`config.mk`:
```
export PLATFORM = sky130hd
export DESIGN_NAME = interrupt_status_aggregator
export DESIGN_NICKNAME = d
export VERILOG_FILES = /design/src/interrupt_status_aggregator.v /design/src/pin_edge_status.v /design/src/sticky_status.v
export VERILOG_INCLUDE_DIRS = /design/src
export SDC_FILE = /design/constraint.sdc
export NUM_CORES = 1
export LEC_CHECK = 0
export BUFFER_PORTS_ARGS = -buffer_cell sky130_fd_sc_hd__buf_2
export CAP_MARGIN = 5
export CORE_UTILIZATION = 58
export DETAILED_ROUTE_END_ITERATION = 12
export PLACE_DENSITY_LB_ADDON = 0.2
export SYNTH_ARGS = -nofsm -noshare
export SYNTH_HDL_FRONTEND = slang
export SYNTH_HIERARCHICAL = 1
export SYNTH_SLANG_ARGS = --single-unit
```
`constraint.sdc`:
```
create_clock -name sys_clk -period 2.49 [get_ports sys_clk]
set_input_delay 0.249 -clock sys_clk [delete_from_list [all_inputs] [get_ports sys_clk]]
set_output_delay 0.249 -clock sys_clk [all_outputs]
set_load 0.01 [all_outputs]
```
`src/irq_agg_defines.vh`:
```
`ifndef IRQ_AGG_DEFINES_VH
`define IRQ_AGG_DEFINES_VH

// ----------------------------------------
// Register byte offsets
// ----------------------------------------
`define OFS_GLOBAL_CFG      12'h300
`define OFS_ERR_ENABLE      12'h370
`define OFS_PIN_RISE_EN     12'h374
`define OFS_PIN_FALL_EN     12'h378
`define OFS_PIN_STATUS      12'h37C
`define OFS_IRQ_ENABLE      12'h380
`define OFS_PENDING_SUMMARY 12'h384
`define OFS_ERR_STATUS      12'h388
`define OFS_IRQ_MASK        12'h38C

// ----------------------------------------
// Field positions
// ----------------------------------------
`define BIT_PIN_SUMMARY     31
`define BIT_ERR_SUMMARY     30
`define BIT_FRAME_TIMER     29
`define BIT_FRAME_TRIGGER   28
`define BIT_GROUP_LO        16
`define BIT_GROUP_HI        19
`define BIT_CONV_DONE       4
`define BIT_BUFFER_DONE     0
`define BIT_ACK_MODE        0
`define BIT_ERR_LO          16
`define BIT_ERR_DMA         16
`define BIT_ERR_HI          19
`define PIN_COUNT           20

// ----------------------------------------
// Reset values and masks
// ----------------------------------------
`define RST_ZERO            32'h00000000
`define RST_IRQ_MASK        32'hFFFFFFFF
`define MASK_SUMMARY_RC     32'h300F0011
`define MASK_PIN            32'h000FFFFF
`define MASK_ERR            32'h000F0000

`endif

```
`src/interrupt_status_aggregator.v`:
```
// Overview of operation
// - Bus interrupt is high whenever any unmasked summary status bit is set, low when none.
// - A status bit sets only for events seen while its enable is already on.
// - Clearing follows the acknowledge mode bit of the global configuration.
// - Bit 31 reads one exactly while any pin status bit is set.
// - Bit 30 reads one exactly while any error status bit is set.
// - Bit 29 sets on frame timer expiry when enabled; cleared by acknowledge.
// - Bit 28 sets on selected frame trigger event when enabled; cleared by acknowledge.
// - Bits 16 to 19 set when that output group just updated, if enabled.
// - Bit 4 sets when sequencer finished its configured conversions, if enabled.
// - Bit 0 sets when sequencer DMA signals a completed buffer, if enabled.
// - Each of 20 pins has rise and fall enables, off at reset.
// - Enabled sequencer and DMA errors set error bits and stop sequencer or DMA.
//
// Our own choice: register access over APB.
`timescale 1ns/10ps
`default_nettype none
`include "irq_agg_defines.vh"

module interrupt_status_aggregator (
  input  wire                  sys_clk,
  input  wire                  rst_n,
  input  wire                  psel,
  input  wire                  penable,
  input  wire                  pwrite,
  input  wire [11:0]           paddr,
  input  wire [31:0]           pwdata,
  output reg  [31:0]           prdata,
  output reg                   pready,
  output reg                   pslverr,
  input  wire [`PIN_COUNT-1:0] pin_levels,
  input  wire                  frame_timer_expired,
  input  wire                  frame_trigger_seen,
  input  wire                  out_group1_updated,
  input  wire                  out_group2_updated,
  input  wire                  out_group3_updated,
  input  wire                  out_group4_updated,
  input  wire                  seq_conv_done,
  input  wire                  seq_buffer_complete,
  input  wire                  seq_frame_fault,
  input  wire                  seq_timing_fault,
  input  wire                  seq_data_fault,
  input  wire                  seq_dma_fault,
  output reg                   irq,
  output reg                   seq_stop,
  output reg                   dma_stop
);

  // ----------------------------------------
  // Helper functions
  // ----------------------------------------
  function hit;
    input [11:0] addr;
    input [11:0] ofs;
    begin
      hit = (addr == ofs);
    end
  endfunction

  // Bits to clear on a completed access, by acknowledge mode
  function [31:0] clear_vec;
    input        sel;
    input        wr;
    input        rd_mode;
    input [31:0] wdata;
    input [31:0] rdata;
    begin
      if (sel && wr && !rd_mode) begin
        clear_vec = wdata;
      end else if (sel && !wr && rd_mode) begin
        clear_vec = rdata;
      end else begin
        clear_vec = `RST_ZERO;
      end
    end
  endfunction

  // ----------------------------------------
  // Control registers
  // ----------------------------------------
  reg                   ack_on_read_q;
  reg  [31:0]           irq_enable_q;
  reg  [31:0]           irq_mask_q;
  reg  [3:0]            err_enable_q;
  reg  [`PIN_COUNT-1:0] rise_en_q;
  reg  [`PIN_COUNT-1:0] fall_en_q;

  wire        setup   = psel & ~penable;
  wire        access  = psel & penable & pready;
  wire        wr_acc  = access & pwrite;
  wire        mapped;
  wire [31:0] rd_value;

  assign mapped = hit(paddr, `OFS_GLOBAL_CFG) | hit(paddr, `OFS_ERR_ENABLE) |
                  hit(paddr, `OFS_PIN_RISE_EN) | hit(paddr, `OFS_PIN_FALL_EN) |
                  hit(paddr, `OFS_PIN_STATUS) | hit(paddr, `OFS_IRQ_ENABLE) |
                  hit(paddr, `OFS_PENDING_SUMMARY) | hit(paddr, `OFS_ERR_STATUS) |
                  hit(paddr, `OFS_IRQ_MASK);

  // ----------------------------------------
  // Write strobes, one per writable register
  // ----------------------------------------
  wire        wr_cfg    = wr_acc & hit(paddr, `OFS_GLOBAL_CFG);
  wire        wr_err_en = wr_acc & hit(paddr, `OFS_ERR_ENABLE);
  wire        wr_rise   = wr_acc & hit(paddr, `OFS_PIN_RISE_EN);
  wire        wr_fall   = wr_acc & hit(paddr, `OFS_PIN_FALL_EN);
  wire        wr_enable = wr_acc & hit(paddr, `OFS_IRQ_ENABLE);
  wire        wr_mask   = wr_acc & hit(paddr, `OFS_IRQ_MASK);

  always @(posedge sys_clk or negedge rst_n) begin
    if (!rst_n) begin
      ack_on_read_q <= 1'b0;
      irq_enable_q  <= `RST_ZERO;
      irq_mask_q    <= `RST_IRQ_MASK;
      err_enable_q  <= 4'h0;
      rise_en_q     <= {`PIN_COUNT{1'b0}};
      fall_en_q     <= {`PIN_COUNT{1'b0}};
    end else begin
      if (wr_cfg) begin
        ack_on_read_q <= pwdata[`BIT_ACK_MODE];
      end
      if (wr_enable) begin
        irq_enable_q <= pwdata & `MASK_SUMMARY_RC;
      end
      if (wr_mask) begin
        irq_mask_q <= pwdata;
      end
      if (wr_err_en) begin
        err_enable_q <= pwdata[`BIT_ERR_HI:`BIT_ERR_LO];
      end
      if (wr_rise) begin
        rise_en_q <= pwdata[`PIN_COUNT-1:0];
      end
      if (wr_fall) begin
        fall_en_q <= pwdata[`PIN_COUNT-1:0];
      end
    end
  end

  // ----------------------------------------
  // Acknowledge decode
  // ----------------------------------------
  // Clear-on-read clears only what the captured read data showed,
  // so a bit set between setup and access is not lost
  wire [31:0] sum_clr = clear_vec(access & hit(paddr, `OFS_PENDING_SUMMARY),
                                  pwrite, ack_on_read_q, pwdata, prdata);
  wire [31:0] pin_clr = clear_vec(access & hit(paddr, `OFS_PIN_STATUS),
                                  pwrite, ack_on_read_q, pwdata, prdata);
  wire [31:0] err_clr = clear_vec(access & hit(paddr, `OFS_ERR_STATUS),
                                  pwrite, ack_on_read_q, pwdata, prdata);

  // ----------------------------------------
  // Status sources
  // ----------------------------------------
  wire [7:0]            main_evt;
  wire [7:0]            main_en;
  wire [7:0]            main_clr;
  wire [7:0]            main_status;
  wire [3:0]            err_status;
  wire [`PIN_COUNT-1:0] pin_status;

  assign main_evt = {frame_timer_expired,
                     frame_trigger_seen,
                     out_group4_updated, out_group3_updated,
                     out_group2_updated, out_group1_updated,
                     seq_conv_done,
                     seq_buffer_complete};

  assign main_en  = {irq_enable_q[`BIT_FRAME_TIMER], irq_enable_q[`BIT_FRAME_TRIGGER],
                     irq_enable_q[`BIT_GROUP_HI:`BIT_GROUP_LO],
                     irq_enable_q[`BIT_CONV_DONE], irq_enable_q[`BIT_BUFFER_DONE]};

  assign main_clr = {sum_clr[`BIT_FRAME_TIMER], sum_clr[`BIT_FRAME_TRIGGER],
                     sum_clr[`BIT_GROUP_HI:`BIT_GROUP_LO],
                     sum_clr[`BIT_CONV_DONE], sum_clr[`BIT_BUFFER_DONE]};

  sticky_status #(
    .WIDTH    (8)
  ) u_main_status (
    .sys_clk  (sys_clk),
    .rst_n    (rst_n),
    .evt      (main_evt),
    .en       (main_en),
    .clr      (main_clr),
    .status_q (main_status)
  );

  sticky_status #(
    .WIDTH    (4)
  ) u_err_status (
    .sys_clk  (sys_clk),
    .rst_n    (rst_n),
    .evt      ({seq_frame_fault, seq_timing_fault, seq_data_fault, seq_dma_fault}),
    .en       (err_enable_q),
    .clr      (err_clr[`BIT_ERR_HI:`BIT_ERR_LO]),
    .status_q (err_status)
  );

  pin_edge_status u_pin_status (
    .sys_clk  (sys_clk),
    .rst_n    (rst_n),
    .pins     (pin_levels),
    .rise_en  (rise_en_q),
    .fall_en  (fall_en_q),
    .clr      (pin_clr[`PIN_COUNT-1:0]),
    .status_q (pin_status)
  );

  // ----------------------------------------
  // Summary word
  // ----------------------------------------
  wire        pin_events_summary = |pin_status;
  wire        err_events_summary = |err_status;
  reg  [31:0] summary;

  always @* begin
    summary                                 = `RST_ZERO;
    summary[`BIT_PIN_SUMMARY]               = pin_events_summary;
    summary[`BIT_ERR_SUMMARY]               = err_events_summary;
    summary[`BIT_FRAME_TIMER]               = main_status[7];
    summary[`BIT_FRAME_TRIGGER]             = main_status[6];
    summary[`BIT_GROUP_HI:`BIT_GROUP_LO]    = main_status[5:2];
    summary[`BIT_CONV_DONE]                 = main_status[1];
    summary[`BIT_BUFFER_DONE]               = main_status[0];
  end

  // ----------------------------------------
  // Read mux
  // ----------------------------------------
  reg [31:0] rd_mux;

  always @* begin
    rd_mux = `RST_ZERO;
    if (hit(paddr, `OFS_GLOBAL_CFG)) begin
      rd_mux[`BIT_ACK_MODE] = ack_on_read_q;
    end else if (hit(paddr, `OFS_ERR_ENABLE)) begin
      rd_mux[`BIT_ERR_HI:`BIT_ERR_LO] = err_enable_q;
    end else if (hit(paddr, `OFS_PIN_RISE_EN)) begin
      rd_mux[`PIN_COUNT-1:0] = rise_en_q;
    end else if (hit(paddr, `OFS_PIN_FALL_EN)) begin
      rd_mux[`PIN_COUNT-1:0] = fall_en_q;
    end else if (hit(paddr, `OFS_PIN_STATUS)) begin
      rd_mux[`PIN_COUNT-1:0] = pin_status;
    end else if (hit(paddr, `OFS_IRQ_ENABLE)) begin
      rd_mux = irq_enable_q;
    end else if (hit(paddr, `OFS_PENDING_SUMMARY)) begin
      rd_mux = summary;
    end else if (hit(paddr, `OFS_ERR_STATUS)) begin
      rd_mux[`BIT_ERR_HI:`BIT_ERR_LO] = err_status;
    end else if (hit(paddr, `OFS_IRQ_MASK)) begin
      rd_mux = irq_mask_q;
    end
  end

  assign rd_value = rd_mux;

  // ----------------------------------------
  // APB answer: one wait-free access phase
  // ----------------------------------------
  // Read data is captured at setup so the outputs come from flops
  always @(posedge sys_clk or negedge rst_n) begin
    if (!rst_n) begin
      prdata  <= `RST_ZERO;
      pready  <= 1'b0;
      pslverr <= 1'b0;
    end else if (setup) begin
      prdata  <= pwrite ? `RST_ZERO : rd_value;
      pready  <= 1'b1;
      pslverr <= ~mapped;
    end else begin
      pready  <= 1'b0;
      pslverr <= 1'b0;
    end
  end

  // ----------------------------------------
  // Interrupt output
  // ----------------------------------------
  // Mask resets to all ones, so the line follows every status bit by default
  always @(posedge sys_clk or negedge rst_n) begin
    if (!rst_n) begin
      irq <= 1'b0;
    end else begin
      irq <= |(summary & irq_mask_q);
    end
  end

  // ----------------------------------------
  // Stop outputs
  // ----------------------------------------
  // Stops are levels: they stay up until software clears the error bit
  always @(posedge sys_clk or negedge rst_n) begin
    if (!rst_n) begin
      seq_stop <= 1'b0;
      dma_stop <= 1'b0;
    end else begin
      seq_stop <= |err_status[3:1];
      dma_stop <= err_status[0];
    end
  end

endmodule

`default_nettype wire

```
`src/pin_edge_status.v`:
```
`timescale 1ns/10ps
`default_nettype none
`include "irq_agg_defines.vh"

module pin_edge_status (
  input  wire                     sys_clk,
  input  wire                     rst_n,
  input  wire [`PIN_COUNT-1:0]    pins,
  input  wire [`PIN_COUNT-1:0]    rise_en,
  input  wire [`PIN_COUNT-1:0]    fall_en,
  input  wire [`PIN_COUNT-1:0]    clr,
  output reg  [`PIN_COUNT-1:0]    status_q
);

  // ----------------------------------------
  // Two-stage synchroniser plus history
  // ----------------------------------------
  reg  [`PIN_COUNT-1:0] meta_q;
  reg  [`PIN_COUNT-1:0] sync_q;
  reg  [`PIN_COUNT-1:0] prev_q;
  wire [`PIN_COUNT-1:0] rise;
  wire [`PIN_COUNT-1:0] fall;
  wire [`PIN_COUNT-1:0] status_d;

  // Edges are judged on synchronised samples only, meta_q is never looked at
  assign rise     = sync_q & ~prev_q;
  assign fall     = ~sync_q & prev_q;
  assign status_d = (status_q & ~clr) | (rise & rise_en) | (fall & fall_en);

  always @(posedge sys_clk or negedge rst_n) begin
    if (!rst_n) begin
      meta_q   <= {`PIN_COUNT{1'b0}};
      sync_q   <= {`PIN_COUNT{1'b0}};
      prev_q   <= {`PIN_COUNT{1'b0}};
      status_q <= {`PIN_COUNT{1'b0}};
    end else begin
      meta_q   <= pins;
      sync_q   <= meta_q;
      prev_q   <= sync_q;
      status_q <= status_d;
    end
  end

endmodule

`default_nettype wire

```
`src/sticky_status.v`:
```
`timescale 1ns/10ps
`default_nettype none

module sticky_status #(
  parameter WIDTH = 8
) (
  input  wire             sys_clk,
  input  wire             rst_n,
  input  wire [WIDTH-1:0] evt,
  input  wire [WIDTH-1:0] en,
  input  wire [WIDTH-1:0] clr,
  output reg  [WIDTH-1:0] status_q
);

  // ----------------------------------------
  // Sticky bits, set beats clear
  // ----------------------------------------
  wire [WIDTH-1:0] status_d;

  // Enable is sampled with the event itself, never applied later
  assign status_d = (status_q & ~clr) | (evt & en);

  always @(posedge sys_clk or negedge rst_n) begin
    if (!rst_n) begin
      status_q <= {WIDTH{1'b0}};
    end else begin
      status_q <= status_d;
    end
  end

endmodule

`default_nettype wire

```
* Yosys cells after proc, flatten, opt, wreduce, memory -nomap -nowiden
Index checks and enable logic that the tools add are counted. W data, S select, Z words.
Storage, ports and cells: bits in registers 214, input bits 81
Operators by class: eq/ne operators 9, multiplexer cells 34, bitwise logic cells 42, reductions and logical operators 18
Operators with widths (count):
- $mux W32 | 12
- $mux W20 | 7
- $eq A12 B10 Y1 const B | 9
- $and A20 B20 Y20 | 5
- $mux W12 | 5
- $mux W30 | 2
- $not A20 Y20 | 3
- $or A20 B20 Y20 | 2
- $and A32 B32 Y32 | 1
- $mux W16 | 2
- $reduce_or A32 Y1 | 1
- $mux W31 | 1
- $reduce_or A20 Y1 | 1
- $and A8 B8 Y8 | 2
- $and A1 B1 Y1 | 13
- $logic_and A1 B1 Y1 | 12
- $and A4 B4 Y4 | 2
- $mux W4 | 2
- $not A8 Y8 | 1
- $or A1 B1 Y1 | 8
- $or A8 B8 Y8 | 1
- $not A4 Y4 | 1
- $or A4 B4 Y4 | 1
- $reduce_or A4 Y1 | 1
- 4 further kinds | 8

* Depth between registers and ports, before layout
depth in word-level cells 19, mapped depth 7, depth with buffers taken out 6

* Cells and area by module
The synthesis kept the hierarchy.
Modules (own cells, without submodules):
- interrupt_status_aggregator | times used 1, cells an instance 501, area each 6015.8 um^2
- pin_edge_status | times used 1, cells an instance 160, area each 2602.5 um^2
- sticky_status at u_main_status | times used 1, cells an instance 32, area each 330.3 um^2
- sticky_status at u_err_status | times used 1, cells an instance 16, area each 165.2 um^2

* Worst setup path before layout
OpenSTA, ideal clock, no wires.
path type input-to-reg, start point input paddr[10], end point register u_pin_status.status_q[17], arrival 1.711 ns, data required time 2.363 ns, slack 0.652 ns, cell stages on the path 7, cell sequence nand4bb_4 or4_4 nor4_2 buf_4 a22o_1 nand2b_1 o211ai_2
Between the ends: word-level cells in the longest chain between the ends 10, elaborated cells on any way between the ends 12
Ends and longest elaborated chain:
- start, declared | RTL line interrupt_status_aggregator.v:26 | input wire [11:0] paddr,
- $eq A12 B10 Y1 * | RTL line interrupt_status_aggregator.v:56 | hit = (addr == ofs);
- $and A1 B1 Y1 * | RTL line interrupt_status_aggregator.v:147 | wire [31:0] pin_clr = clear_vec(access & hit(paddr, `OFS_PIN_STATUS),
- $logic_and A1 B1 Y1 (2 in a row) | RTL line interrupt_status_aggregator.v:70 | end else if (sel && !wr && rd_mode) begin
- $mux W20 | RTL line interrupt_status_aggregator.v:70
- $mux W20 * | RTL line interrupt_status_aggregator.v:68 | if (sel && wr && !rd_mode) begin
- named net pin_clr[17] | RTL line interrupt_status_aggregator.v:147
- $not A20 Y20 * | RTL line pin_edge_status.v:28 | assign status_d = (status_q & ~clr) | (rise & rise_en) | (fall & fall_en);
- $and A20 B20 Y20 * | RTL line pin_edge_status.v:28
- $or A20 B20 Y20 * (2 in a row) | RTL line pin_edge_status.v:28
- named net u_pin_status.status_d[17] | RTL line pin_edge_status.v:23 | wire [`PIN_COUNT-1:0] status_d;
- end signal, assigned | RTL line pin_edge_status.v:35 | status_q <= {`PIN_COUNT{1'b0}};
- end signal, assigned | RTL line pin_edge_status.v:40 | status_q <= status_d;
- end, declared | RTL line pin_edge_status.v:12 | output reg [`PIN_COUNT-1:0] status_q
The timed path passes the listed nets; every way through them passes the cells marked *. A chain may end at the register's enable or synchronous reset.

* Worst setup path in the final report
start point register pready, end point register u_main_status.status_q[5]
Between the ends: word-level cells in the longest chain between the ends 9, elaborated cells on any way between the ends 11
Ends and longest elaborated chain:
- start, declared | RTL line interrupt_status_aggregator.v:29 | output reg pready,
- start signal, assigned | RTL line interrupt_status_aggregator.v:264 | pready <= 1'b0;
- start signal, assigned | RTL line interrupt_status_aggregator.v:268 | pready <= 1'b1;
- start signal, assigned | RTL line interrupt_status_aggregator.v:271 | pready <= 1'b0;
- $and A1 B1 Y1 * | RTL line interrupt_status_aggregator.v:89 | wire access = psel & penable & pready;
- $and A1 B1 Y1 * | RTL line interrupt_status_aggregator.v:145 | wire [31:0] sum_clr = clear_vec(access & hit(paddr, `OFS_PENDING_SUMMARY),
- $logic_and A1 B1 Y1 (2 in a row) | RTL line interrupt_status_aggregator.v:70
- $mux W30 | RTL line interrupt_status_aggregator.v:70
- $mux W30 * | RTL line interrupt_status_aggregator.v:68
- named net sum_clr[19] | RTL line interrupt_status_aggregator.v:145
- $not A8 Y8 * | RTL line sticky_status.v:21 | assign status_d = (status_q & ~clr) | (evt & en);
- $and A8 B8 Y8 * | RTL line sticky_status.v:21
- $or A8 B8 Y8 * | RTL line sticky_status.v:21
- named net u_main_status.status_d[5] | RTL line sticky_status.v:18 | wire [WIDTH-1:0] status_d;
- end signal, assigned | RTL line sticky_status.v:25 | status_q <= {WIDTH{1'b0}};
- end signal, assigned | RTL line sticky_status.v:27 | status_q <= status_d;
- end, declared | RTL line sticky_status.v:12 | output reg [WIDTH-1:0] status_q
Marked as above.

==> impl_metrics.yaml <==
outcome:
  status: "completed"
clocking:
  postCtsResizedCells: 0
  htreeDepth: 1
  clk_pin_slew_ns: 0.06
  clock_path_buffers: 3
  numCtsBuffers: 22
  cts.root.buffer_cell: "clkbuf_16"
  cts_sinks: 214
  tritoncts: "done"
  clock_latency_ns: 0.52
critical_path:
  worstPathCellList: "nand4_1, nor2_1, and2_1, a22o_1, o21ai_2"
  crit_family: "simple AND/OR/NAND/NOR gates"
  r2r-end: "u_main_status/status_q[5]"
  worstSetupEndpointType: "flop"
  worst-path-buf-inv: 0
  r2r_cells: 5
  path_class: "flop to flop"
  cp_slowest_cell: "and2_1"
  r2r-start: "pready"
  cp-start-kind: "flop"
  r2r_setup_slack_ns: 0.41
  worst-path-max-fanout: 8
  arrival_ns: 2.47
  max_stage_delay_ns: 0.47
  crit_required_ns: 2.88
detailed_routing:
  ant_nets: 0
  postRouteWirelength_um: 23340
  vias: 6753
  drt_iter0_markers: 623
  viasPerCell: 6.046
  drc: 0
  wire_per_inst_um: 20.89
  drt_pass1_iterations: 5
power_and_ir_drop:
  p_seq_share_pct: 46.9
  power_density_mw_per_mm2: 670.4
  ir_worst_vdd_v: 0.0006341
  switching_share_pct: 21.38
  cellLeakagePower_nw: 5.058
  p_int_w: 0.005981
  combPwrFrac_pct: 4.5
  switching_power_w: 0.001627
  clkPwrFrac_pct: 48.7
placement:
  port_buffers: 117
  dp_hpwl_um: 14870
  place.gp.congestion: 0.8498
flow_run:
  drv_cap: 0
logic_synthesis:
  postSynthCellCount: 709
  syn-num-nets: 790
  postSynth.asyncResetShare_pct: 100.0
  synth-edff-count: 0
  yosys_warnings: 6
  netlist_area_mm2: 0.009114
  synthesis.area_per_instance_um2: 12.85
  ys_ff_latch: 214
  synth-seq-area-share_pct: 59.20
  synth_cell_types: 58
  synth-main-ff-cell: "dfrtp_1"
sta:
  slew_headroom_pct: 49.72
  fin_crit_ns: 2.080
  fin_worst_skew_ns: 0.01635
  rsz0062_at_grt: "no"
  finalCritPeriodShare_pct: 83.55
  worst_pin_slew_ns: 0.7492
  finalMaxSlewViolations: 0
  hold_violations: 0
  setup_viol: 0
  clock.fmax_mhz: 480.7
  fin_tns_setup_ns: 0
global_routing:
  grt_pass1_vias: 7134
  grt_start_max_net_pins: 80
  antenna_found_initial: 0
  globalRouteTotalUtil_pct: 29.79
  grt_pass1_wl_um: 37450
  grt_overflow: 0
worst_hold_path:
  hold_depth: 2
  hold_end: "irq_mask_q[14]"
  hp-class: "input pin to flop"
  hp-start: "pwdata[14]"
floorplan:
  die-area_mm2: 0.01622
  die_w_um: 127.4
  die_h_um: 127.4
  design.core.area_mm2: 0.01526
  rows: 45
  io_pins: 118
  initial_core_util_pct: 59.73
cells_and_area:
  drive_gt1_share_pct: 39.18
  antenna_cells: 0
  final_util_pct: 74.37
  fin_nets: 971
  syn_to_final_growth_pct: 24.52
-- how the worst max path moves through the flow --
stage | start | to | slack, ns | cells after the start
floorplan | paddr[10] | u_pin_status/status_q[17] | 0.65 | 7
global placement | paddr[10] | u_pin_status/status_q[3] | 0.41 | 8
detailed placement | paddr[10] | u_pin_status/status_q[7] | 0.32 | 8
CTS | pready | u_main_status/status_q[7] | 0.46 | 5
global route | pready | u_main_status/status_q[5] | 0.34 | 5
finish | pready | u_main_status/status_q[5] | 0.41 | 5
-- synth_stat cells (4+ instances only) --
library cell  number  area share [%]
or2_2             16             1.1
dfrtp_1          182              50
o21ai_1           11            0.60
clkbuf_1          16            0.66
nor2_1            14            0.58
nor2b_1            4            0.27
dfstp_2           32             9.2
a22oi_1           25             2.1
o221ai_1          15             1.4
o211ai_2          20             2.7
mux2i_1            7            0.77
nand3_1            9            0.49
a211oi_1           4            0.33
buf_2              8            0.44
a221oi_1           4            0.38
and4_1             7            0.67
mux2_2            81              10
a21oi_1            8            0.44
nor4_1             5            0.34
a22o_1            38             3.7
o21ai_2           12             1.2
o21ai_0           17            0.93
nand2b_1          22             1.5
inv_1             17            0.70
nand2_1           66             2.7
nand3b_1          20             1.6
-- kinds of logic after synthesis --
| group | after synthesis | share of synthesized area [%] |
|---|---|---|
| flip-flops | 214 | 59.20 |
| AND/OR/NAND/NOR | 190 | 12.36 |
| AO/OA/AOI/OAI | 166 | 14.90 |
| multiplexers | 90 | 11.02 |
| buffers and inverters | 49 | 2.526 |
-- metrics by stage --
stage,std cells,cell area [um^2],hold WS [ns],total power (W),setup WS (ns)
final,1117,11350,0.01083,0.007608,0.4096
after global routing,1117,11350,0.01149,0.007834,0.3384
after CTS,1117,11350,0.004877,0.007652,0.4591
after detailed placement,1033,10090,0.3264,0.003908,0.3186
after global placement,1033,10090,0.3194,0.003894,0.4050
after floorplan,709,9114,-0.04659,0.003691,0.6521
-- cell usage in the layout, fill, tap and decap left out, types with 23 or more instances in the layout --
| cell type | count |
|---|---|
| dfrtp_1 | 182 |
| a22oi_1 | 25 |
| buf_2 | 116 |
| nand2_1 | 66 |
| buf_4 | 23 |
| dfstp_2 | 32 |
| mux2_2 | 81 |
| a22o_1 | 38 |
| dlygate4sd3_1 | 44 |
-- per-layer routing --
| layer | global-route usage (%) | vias to the layer above | routed length [um] |
|---|---|---|---|
| met5 | 0 | - | 0 |
| met4 | 10.50 | 0 | 535 |
| met3 | 4.732 | 46 | 1573 |
| met2 | 51.01 | 315 | 11770 |
| met1 | 38.70 | 3409 | 9460 |
| li1 | - | 2983 | - |
-- registers in the layout, summed over array words and instances, names as in the netlist, 20 cells and up --
register,cells
irq_mask_q,32
prdata,32
fall_en_q,20
rise_en_q,20
u_pin_status/meta_q,20
u_pin_status/prev_q,20
u_pin_status/status_q,20
u_pin_status/sync_q,20
-- worst register-to-register path, stage by stage, from the launching register on --
cell and delay, ns:
dfrtp_1 0.41, nand4_1 0.35, nor2_1 0.44, and2_1 0.47
a22o_1 0.23, o21ai_2 0.06
-- power by group through the flow --
stage	clock [W]	combinational (W)	sequential, W
6_report	0.00370	0.000340	0.00356
5_1_grt	0.00389	0.000373	0.00357
4_1_cts	0.00375	0.000338	0.00356
3_5_place_dp	0	0.000282	0.00363
3_3_place_gp	0	0.000273	0.00362
2_1_floorplan	0	0.0000746	0.00362
-- cell type report --
type	instances	area [um^2]
Tap cell	211	264.0
Inverter	17	63.81
Clock buffer	25	581.8
Sequential cell	214	5395
Multi-Input combinational cell	446	3497
Timing Repair Buffer	189	1308
Fill cell	974	3910
Clock inverter	15	239.0
-- repair_timing --
action / 4_1_cts / 5_1_grt
hold endpoints to repair: 100 / 0
setup buffers: 0 / 0
hold buffers: 44 / 0
endpoints found under the setup margin: 0 / 0
Note: power is estimated with default switching activity, not from simulation.
